**src/ldsd_params.svh**
```systemverilog
// offsets, field positions, reset values for the ldo sleep and discharge register bank
`ifndef LDSD_PARAMS_SVH
`define LDSD_PARAMS_SVH
// printed offsets are not multiples of four: kept as indices, byte address is index * 4
`define LDSD_IDX_LDO_C_CONTROL       8'h29
`define LDSD_IDX_DISCHARGE_A         8'h40
`define LDSD_IDX_DISCHARGE_B         8'h41
// field positions of the third ldo control register
`define LDSD_SLEEP_SEL_HI            5
`define LDSD_SLEEP_SEL_LO            4
`define LDSD_RSVD_HI                 3
`define LDSD_RSVD_LO                 1
`define LDSD_FORCE_OFF_N_BIT         0
// reset values
`define LDSD_LDO_C_RESET             8'h0c
`define LDSD_DISCH_A_RESET           8'h55
`define LDSD_DISCH_B_RESET           8'h55
`define LDSD_RO_MASK_LDO_C           8'h3f
`endif

```
**src/ldsd_pkg.sv**
```systemverilog
// types for the ldo sleep and discharge register bank
`default_nettype none
package ldsd_pkg;
    typedef enum logic [1:0] {
        LDSD_SLP_OFF  = 2'h0,
        LDSD_SLP_RSV1 = 2'h1,
        LDSD_SLP_RSV2 = 2'h2,
        LDSD_SLP_ON   = 2'h3
    } ldsd_sleep_sel_e;

    typedef enum logic [1:0] {
        LDSD_DIS_NONE = 2'h0,
        LDSD_DIS_100  = 2'h1,
        LDSD_DIS_200  = 2'h2,
        LDSD_DIS_500  = 2'h3
    } ldsd_disch_e;

    typedef struct packed {
        logic        psel;
        logic        penable;
        logic        pwrite;
        logic [11:0] paddr;
        logic [31:0] pwdata;
    } ldsd_apb_req_s;

    typedef struct packed {
        logic        pready;
        logic        pslverr;
        logic [31:0] prdata;
    } ldsd_apb_rsp_s;

    typedef struct packed {
        logic [7:0]  ldo_c_r;
        logic [7:0]  disch_a_r;
        logic [7:0]  disch_b_r;
        logic [31:0] prdata_r;
        logic        pslverr_r;
        logic [2:0]  slp_a_sync_r;
        logic [2:0]  slp_b_sync_r;
        logic        slp_a_r;
        logic        slp_b_r;
        logic        use_sleep_r;
        logic        ldo_c_on_r;
    } ldsd_state_s;
endpackage : ldsd_pkg
`default_nettype wire

```
**src/ldsd_regs.sv**
```systemverilog
// register bank: third ldo control and discharge selection over apb
//
// Overview of operation
// - sleep select 00: rail always uses normal voltage code, sleep pin ignored.
// - sleep select 11: sleep voltage code while assigned sleep pin is low.
// - sleep pin choice is factory fixed, not register controlled.
// - bit zero low forces the rail off regardless of control pins.
// - discharge field codes: none, 100, 200, 500 ohms.
// - discharge field cleared to 00 while its buck is enabled; ldo c clears b 1:0 or 3:2 only for clear select 1 or 2.
// - discharge register a holds buck four..one in 7:6,5:4,3:2,1:0.
`include "ldsd_params.svh"
`timescale 1ns/1ps
`default_nettype none
module ldsd_regs #(
    parameter bit SLEEP_PIN_B = 1'b0 // factory strap, fixed per build
) (
    input  wire logic                  mclk_i,
    input  wire logic                  reset_n_i,
    input  wire ldsd_pkg::ldsd_apb_req_s apb_req_i,
    output ldsd_pkg::ldsd_apb_rsp_s    apb_rsp_o,
    input  wire logic                  sleep_pin_a_i,
    input  wire logic                  sleep_pin_b_i,
    input  wire logic                  ldo_c_pin_enable_i,
    input  wire logic [3:0]            buck_enabled_i,
    input  wire logic [1:0]            ldo_c_disch_clear_sel_i,
    output logic                       ldo_c_enable_o,
    output logic                       ldo_c_use_sleep_code_o,
    output ldsd_pkg::ldsd_disch_e      buck_one_discharge_sel_o,
    output ldsd_pkg::ldsd_disch_e      buck_two_discharge_sel_o,
    output ldsd_pkg::ldsd_disch_e      buck_three_discharge_sel_o,
    output ldsd_pkg::ldsd_disch_e      buck_four_discharge_sel_o,
    output logic [7:0]                 discharge_b_o
);
    import ldsd_pkg::*;

    ldsd_state_s st_r;
    ldsd_state_s st_nxt;
    logic        wr_en;
    logic        rd_en;
    logic [9:0]  idx;
    logic        hit;
    logic [7:0]  rd_byte;
    logic        sleep_req;

    ////////////////////////////////////////////////////////////////////////
    // apb decode; zero wait states, unaligned or unmapped raise pslverr
    assign idx   = apb_req_i.paddr[11:2];
    assign wr_en = apb_req_i.psel && apb_req_i.penable && apb_req_i.pwrite;
    assign rd_en = apb_req_i.psel && !apb_req_i.penable && !apb_req_i.pwrite;
    assign hit   = (apb_req_i.paddr[1:0] == 2'h0) &&
                   ((idx == {2'h0, `LDSD_IDX_LDO_C_CONTROL}) ||
                    (idx == {2'h0, `LDSD_IDX_DISCHARGE_A}) ||
                    (idx == {2'h0, `LDSD_IDX_DISCHARGE_B}));

    always_comb begin
        rd_byte = 8'h00;
        if (idx == {2'h0, `LDSD_IDX_LDO_C_CONTROL}) begin
            rd_byte = st_r.ldo_c_r & `LDSD_RO_MASK_LDO_C;
        end else if (idx == {2'h0, `LDSD_IDX_DISCHARGE_A}) begin
            rd_byte = st_r.disch_a_r;
        end else if (idx == {2'h0, `LDSD_IDX_DISCHARGE_B}) begin
            rd_byte = st_r.disch_b_r;
        end
    end

    // pin selected by strap, never by software
    assign sleep_req = SLEEP_PIN_B ? st_r.slp_b_r : st_r.slp_a_r;

    ////////////////////////////////////////////////////////////////////////
    // next state
    always_comb begin
        st_nxt = st_r;
        // three flops, change accepted when second and third agree
        st_nxt.slp_a_sync_r = {st_r.slp_a_sync_r[1:0], sleep_pin_a_i};
        st_nxt.slp_b_sync_r = {st_r.slp_b_sync_r[1:0], sleep_pin_b_i};
        if (st_r.slp_a_sync_r[2] == st_r.slp_a_sync_r[1]) begin
            st_nxt.slp_a_r = st_r.slp_a_sync_r[2];
        end
        if (st_r.slp_b_sync_r[2] == st_r.slp_b_sync_r[1]) begin
            st_nxt.slp_b_r = st_r.slp_b_sync_r[2];
        end
        if (rd_en) begin
            // refused reads return zero, not the aliased register
            st_nxt.prdata_r  = hit ? {24'h00_0000, rd_byte} : 32'h0000_0000;
            st_nxt.pslverr_r = !hit;
        end else if (apb_req_i.psel && !apb_req_i.penable) begin
            st_nxt.prdata_r  = 32'h0000_0000;
            st_nxt.pslverr_r = !hit;
        end
        if (wr_en && hit) begin
            // reserved sleep codes and bits 3:1 stored as written; host keeps them legal
            if (idx == {2'h0, `LDSD_IDX_LDO_C_CONTROL}) begin
                st_nxt.ldo_c_r = apb_req_i.pwdata[7:0] & `LDSD_RO_MASK_LDO_C;
            end else if (idx == {2'h0, `LDSD_IDX_DISCHARGE_A}) begin
                st_nxt.disch_a_r = apb_req_i.pwdata[7:0];
            end else begin
                st_nxt.disch_b_r = apb_req_i.pwdata[7:0];
            end
        end
        // hardware clear wins over a same-cycle software write
        for (int i = 0; i < 4; i++) begin
            if (buck_enabled_i[i]) begin
                st_nxt.disch_a_r[2*i +: 2] = LDSD_DIS_NONE;
            end
        end
        if (st_r.ldo_c_on_r) begin
            case (ldo_c_disch_clear_sel_i)
                2'h1:    st_nxt.disch_b_r[1:0] = LDSD_DIS_NONE;
                2'h2:    st_nxt.disch_b_r[3:2] = LDSD_DIS_NONE;
                default: st_nxt.disch_b_r = st_nxt.disch_b_r;
            endcase
        end
        st_nxt.ldo_c_on_r = ldo_c_pin_enable_i &&
                            st_r.ldo_c_r[`LDSD_FORCE_OFF_N_BIT];
        case (st_r.ldo_c_r[`LDSD_SLEEP_SEL_HI:`LDSD_SLEEP_SEL_LO])
            LDSD_SLP_OFF: st_nxt.use_sleep_r = 1'b0;
            LDSD_SLP_ON:  st_nxt.use_sleep_r = !sleep_req;
            default:      st_nxt.use_sleep_r = 1'b0;       // reserved: stay on normal code
        endcase
    end

    ////////////////////////////////////////////////////////////////////////
    // state register
    always_ff @(posedge mclk_i or negedge reset_n_i) begin
        if (!reset_n_i) begin
            st_r           <= '0;
            st_r.ldo_c_r   <= `LDSD_LDO_C_RESET;
            st_r.disch_a_r <= `LDSD_DISCH_A_RESET;
            st_r.disch_b_r <= `LDSD_DISCH_B_RESET;
            st_r.slp_a_sync_r <= 3'h7;
            st_r.slp_b_sync_r <= 3'h7;
            st_r.slp_a_r   <= 1'b1;
            st_r.slp_b_r   <= 1'b1;
        end else begin
            st_r <= st_nxt;
        end
    end

    ////////////////////////////////////////////////////////////////////////
    // outputs
    assign apb_rsp_o.pready     = 1'b1;
    assign apb_rsp_o.pslverr    = st_r.pslverr_r;
    assign apb_rsp_o.prdata     = st_r.prdata_r;
    assign ldo_c_enable_o       = st_r.ldo_c_on_r;
    assign ldo_c_use_sleep_code_o = st_r.use_sleep_r;
    assign buck_one_discharge_sel_o   = ldsd_disch_e'(st_r.disch_a_r[1:0]);
    assign buck_two_discharge_sel_o   = ldsd_disch_e'(st_r.disch_a_r[3:2]);
    assign buck_three_discharge_sel_o = ldsd_disch_e'(st_r.disch_a_r[5:4]);
    assign buck_four_discharge_sel_o  = ldsd_disch_e'(st_r.disch_a_r[7:6]);
    assign discharge_b_o        = st_r.disch_b_r;
endmodule : ldsd_regs
`default_nettype wire

```
**config.mk**
```make
export PLATFORM = sky130hd
export DESIGN_NAME = ldsd_regs
export DESIGN_NICKNAME = d
export VERILOG_FILES = /design/src/ldsd_pkg.sv /design/src/ldsd_regs.sv
export VERILOG_INCLUDE_DIRS = /design/src
export SDC_FILE = /design/constraint.sdc
export NUM_CORES = 1
export LEC_CHECK = 0
export BUFFER_PORTS_ARGS = -buffer_cell sky130_fd_sc_hd__clkbuf_2
export CORE_MARGIN = 5
export CORE_UTILIZATION = 42
export CTS_BUF_LIST = sky130_fd_sc_hd__clkbuf_8
export CTS_CLUSTER_SIZE = 12
export DETAILED_ROUTE_END_ITERATION = 6
export GPL_TIMING_DRIVEN = 0
export PLACE_DENSITY = 0.78
export SKIP_LAST_GASP = 1
export SYNTH_ARGS = -nofsm -noshare
export SYNTH_HDL_FRONTEND = slang
export SYNTH_SLANG_ARGS = --single-unit
```
**constraint.sdc**
```tcl
create_clock -name mclk_i -period 1 [get_ports mclk_i]
set_input_delay 0.2 -clock mclk_i [delete_from_list [all_inputs] [get_ports mclk_i]]
set_output_delay 0.2 -clock mclk_i [all_outputs]
set_load 0.05 [all_outputs]
```
---- Word level (Yosys, flattened, before mapping) ----
Index checks and enable logic that the tools add are counted.
cells by class
  add/sub/neg operators ................... 0
  divide/modulo/power cells ............... 0
  eq/ne operators ......................... 11
  bitwise logic cells ..................... 0
  $mul .................................... 0
  order comparisons ....................... 0
  reduce and logical (&&, ||, !) cells .... 28
  shifts and indexed selects .............. 0
  muxes and demuxes ....................... 18
operators by type and width
  kind                                                   number
  two-way mux 33 bit                                     2
  two-way mux 8 bit                                      6
  two-way mux 16 bit                                     2
  equality test 10 x 7 -> 1 bit (second input constant)  2
  nonzero test 2 bit                                     9
  two-way mux 2 bit                                      6
  AND reduction 3 bit                                    4
  equality test 10 x 6 -> 1 bit (second input constant)  1
  inequality test 2 bit (second input constant)          4
  logical AND 1 bit                                      7
  equality test 2 bit (second input constant)            2
  logical NOT 1 bit                                      4
  two-way mux 4 bit                                      1
  equality test 2 x 1 -> 1 bit (second input constant)   1
  logical NOT 2 bit                                      1
  logical OR 1 bit                                       2
  AND reduction 2 bit                                    1
  equality test 1 bit                                    1
  two-way mux 1 bit                                      1
storage, ports and cells
  output and inout bits ................... 52
  memories ................................ 0
  register bits after elaboration ......... 61
  bits in latches ......................... 0
  RAM bits ................................ 0
  bits in read-only memories .............. 0
  word-level logic and storage cells ...... 69
  bits of input ports ..................... 58

---- Longest topological paths before layout ----
  word-level depth ........................ 8
  gate-level depth with buffers ........... 5
  gate-level depth less buffers ........... 4

---- Worst setup path before layout ----
No wires, ideal clock.
  path type ............................... input-to-reg
  from .................................... input apb_req_i[34] in the netlist's numbering
  to ...................................... register st_r[59] in the netlist's numbering
  path buffers ............................ 1
  path slack .............................. -405 ps
  stages on the path ...................... 4
  arrival time ............................ 1280 ps
  required time ........................... 875 ps
  setup time .............................. 125 ps
  path through ............................ buf_2 nand4b_1 nor3_4 mux2_2
on the way
  cells in the longest elaborated chain, start to end .. 6
  elaborated cells on any way between the ends .. 8
  classes of those cells .................. eq/ne: 3; reduce/logical: 5
RTL lines
  item                                                                            RTL line                                           source
  start: declaration                                                              ldsd_regs.sv:19                                    input wire ldsd_pkg::ldsd_apb_req_s apb_req_i,
  equality test 10 x 6 -> 1 bit or equality test 10 x 7 -> 1 bit (tied branches)  ldsd_regs.sv:51, ldsd_regs.sv:92, ldsd_regs.sv:52
  logical OR 1 bit (2 in a row)                                                   ldsd_regs.sv:51                                    ((idx == {2'h0, `LDSD_IDX_LDO_C_CONTROL}) ||
  logical AND 1 bit                                                               ldsd_regs.sv:50                                    assign hit = (apb_req_i.paddr[1:0] == 2'h0) &&
  logical AND 1 bit                                                               ldsd_regs.sv:90                                    if (wr_en && hit) begin
  AND reduction 2 bit (no source line) (*)                                        --
  end signal: assignment                                                          ldsd_regs.sv:135                                   st_r <= st_nxt;
  end: declaration                                                                ldsd_regs.sv:36                                    ldsd_state_s st_r;
Every way passes the cells marked *; elsewhere a longest branch is shown, timed or not.
A chain may end at the register's enable or synchronous reset.

---- Worst setup path in the final report ----
  from .................................... input apb_req_i[40] in the netlist's numbering
  to ...................................... register st_r (netlist bit apb_rsp_o[1])
on the way
  cells in the longest elaborated chain, start to end .. 6
  elaborated cells on any way between the ends .. 11
  classes of those cells .................. eq/ne: 3; mux: 5; reduce/logical: 3
RTL lines
  item                                                         RTL line                          source
  equality test 10 x 7 -> 1 bit, or another cell as far along  ldsd_regs.sv:53, ldsd_regs.sv:61
  two-way mux 8 bit or logical OR 1 bit (tied branches)        ldsd_regs.sv:61, ldsd_regs.sv:51
  two-way mux 8 bit or logical OR 1 bit (tied branches)        ldsd_regs.sv:59, ldsd_regs.sv:51
  two-way mux 8 bit or logical AND 1 bit (tied branches)       ldsd_regs.sv:57, ldsd_regs.sv:50
  two-way mux 8 bit (*)                                        ldsd_regs.sv:84                   st_nxt.prdata_r = hit ? {24'h00_0000, rd_byte} : 32'h0000_0000;
  two-way mux 33 bit (*)                                       ldsd_regs.sv:82                   if (rd_en) begin
Marks and branches as above.

==> summary.txt <==
Synthesis
  – Number of synthesized flops with an enable pin: 0
  – Post-synthesis cell type with the largest combined area: dfrtp_1
  – Warnings from Yosys: 0
  – Synth top area cells: dfrtp_1 (28%), buf_4 (18%), dfstp_2 (18%), mux2_2 (8.6%), mux2i_1 (6.7%)
  – Syn avg cell area: 11.2 sq um
  – Async set-reset flop share out of synthesis: 100%
  – Top-count cell post-synth: buf_4
  – Yosys reg bits: 37
  – Syn Std Cell Area: 0.00209 sq mm
  – Area share of the largest cell type after synthesis: 27.6%
  – Top_reg_cell synth: dfrtp_1
  – Commonest cells post-synth: buf_4 (50), dfrtp_1 (23), mux2_2 (16)
  – Gate Count Post-Synth: 187
  – Yosys cell types: 34
  – Sequential share of the synthesized area: 45.2%

Placement
  – Dpl hpwl: 3470 um
  – Post-Place Cell Area: 0.00265 sq mm
  – Global placement routability congestion: 0.828
  – # port buffers: 59
  – Place WS: -799 ps

Setup path
  – R2R setup slack: -210 ps
  – Crit Path Class: in -> reg
  – Worst-case reg-to-reg path depth: 4
  – Critical Path RT: 1200 ps
  – Worst Path Arrival: 1500 ps
  – RR Startpoint: buck_one_discharge_sel_o[1]
  – Setup crit end kind: flop
  – R2R Path End: apb_rsp_o[1]
  – Worst setup SP type: input port
  – Crit Path Max Fanout: 6

STA
  – Final Cycle Share: 131%
  – Sum of negative setup slack: -9240 ps
  – Max Slew Vio Count: 0
  – Rel. slew slack: 38.1%
  – RSZ-0062 raised after global routing: yes
  – Min cycle time layout: 1310 ps
  – Setup ws final: -308 ps
  – Max Clk Rate: 765 MHz
  – Clk_skew: 7.36 ps
  – Fin. Hold Viols: 0
  – WHS: 43.3 ps
  – Setup violators final: 57
  – Worst Tran Pin Value: 929 ps

Floorplanning
  – Die area: 0.00648 sq mm
  – Num rows: 25
  – Initial core utilization: 43.6%
  – Die Wd: 80.5 um
  – Core Box Area: 0.00479 sq mm
  – Ports: 110
  – DIE HEIGHT: 80.5 um

Pwr
  – Max VDD drop: 1.45 mV
  – Leak Pwr: 1.95 nW
  – Power Density: 898 mW/mm^2

Clock tree
  – H-tree Lvls: 2
  – Total CTS buffers: 5
  – Clock Tree Root: clkbuf_8
  – CTS sink cnt: 37
  – Clk buf depth: 2
  – CTS clock-pin slew for the worst setup and hold paths: 80 ps
  – Later-pin clock latency in the skew report: 280 ps
  – CTS tree: built

Drt
  – WL per Instance: 17.5 um
  – Final WL: 6540 um
  – Antenna-violating nets left: 0
  – DRC Markers: 0
  – Initial DRC count: 44
  – Vias per std cell: 4.66
  – Pre-Repair DR Iteration Count: 4
  – Vias: 1,738

Final layout
  – Fin area: 0.00384 sq mm
  – Ratio of cells with drive above 1 in the final layout: 70.3%
  – Nets@finish: 363
  – Finished Core Util: 80.3%
  – # fillers: 272
  – Antenna diode count: 0
  – Layout area overhead: 84.2%

Hold path
  – Hold Path Class: in -> async

Run status
  – Violated checks: negative setup slack
  – Status: finished with violations

Global route
  – Initial antenna violation count: 0
  – Number of global-route vias before repair: 1,858
  – GRT Overall Usage: 18.7%
  – Grt ovf: 0
  – Largest net degree at the start of global routing: 38
  – First-pass GRT wire length: 9180 um

Job
  – Max-Cap Viols: 0
[layer usage]
| layer | global-route usage (%) | vias to the layer above | part of all wire, % |
|---|---|---|---|
| li1 | - | 819 | - |
| met1 | 21.6 | 838 | 38 |
| met2 | 34.3 | 73 | 55 |
| met3 | 4.15 | 8 | 5.3 |
| met4 | 5.41 | 0 | 1.5 |
| met5 | 0 | - | 0 |
[sequential cells by signal, summed over array words and instances, names as in the netlist]
register	cells
st_nxt	2
buck_three_discharge_sel_o	2
st_r	7
buck_one_discharge_sel_o	2
ldo_c_enable_o	1
buck_four_discharge_sel_o	2
buck_two_discharge_sel_o	2
discharge_b_o	8
apb_rsp_o	9
ldo_c_use_sleep_code_o	1
sleep_req	1
[cell type report]
type	count	area, sq um	share of cell area [%]
plain buffers	39	350	9.11
well taps	67	83.8	2.18
multi-input cells	120	1080	28.1
flip-flops and latches	37	943	24.5
clock buffers	6	82.6	2.15
inverters	1	3.75	0.0976
repair buffers	101	1270	33.0
clock inverters	2	33.8	0.879
[per-stage QoR]
stage,instances,power (W)
3_3_place_gp,336,0.00205
6_report,373,0.00345
3_5_place_dp,336,0.00205
4_1_cts,364,0.00341
2_1_floorplan,210,0.00191
5_1_grt,373,0.00358
[worst max-delay path: stages]
cell	delay [ps]
clkbuf_2	110
nand4b_1	190
buf_6	140
buf_4	130
nor4_4	300
buf_6	190
nand2_1	90
a21oi_2	150
[cells by family (layout without fill, tap and decap cells)]
logic type	count (synthesis)	in the layout	share of synthesized area, %
buffers and inverters	53	149	18.6
and+or+nand+nor	47	47	15.0
DFF	37	37	45.2
muxes	30	30	15.3
AOI/OAI and AO/OA	17	17	4.98
other	2	25	0.360
adders and majority gates	1	1	0.480
[cell usage in the layout (no fill, tap or decap), types with 7 or more instances in the layout]
cell	Yosys	layout
buf_4	50	58
buf_6	0	23
clkbuf_16	0	25
clkbuf_2	0	23
clkbuf_8	0	7
conb_1	2	25
dfrtp_1	23	23
dfstp_2	14	14
mux2_2	16	9
mux2_4	0	7
mux2i_1	14	11
nor2_1	14	14
[power by group]
group	total, W	switching (W)	leakage, nW	internal [W]
sequential	0.00152	0.00000583	0.461	0.00152
combinational	0.000620	0.000396	1.42	0.000224
clock	0.00131	0.000507	0.0626	0.000803
[worst max-delay path by stage]
stage	start	endpoint	slack (ps)	depth (start not counted)
floorplan	apb_req_i[33]	st_r[59]	-400	4
global placement	apb_req_i[34]	st_r[63]	-740	5
detailed placement	apb_req_i[33]	st_r[59]	-800	5
CTS	discharge_b_o[0]	discharge_b_o[0]	-290	2
global route	apb_req_i[40]	apb_rsp_o[1]	-350	8
finish	apb_req_i[40]	apb_rsp_o[1]	-310	8
[what timing repair did]
item,CTS,global route
cloned,0,0
resized for setup,114,56
endpoints found under the hold margin,1,0
setup buffers,30,11
hold buffers,1,0
setup endpoints to repair,58,58
pin swaps,25,20
No activity file was read; power rests on OpenSTA's default activity.
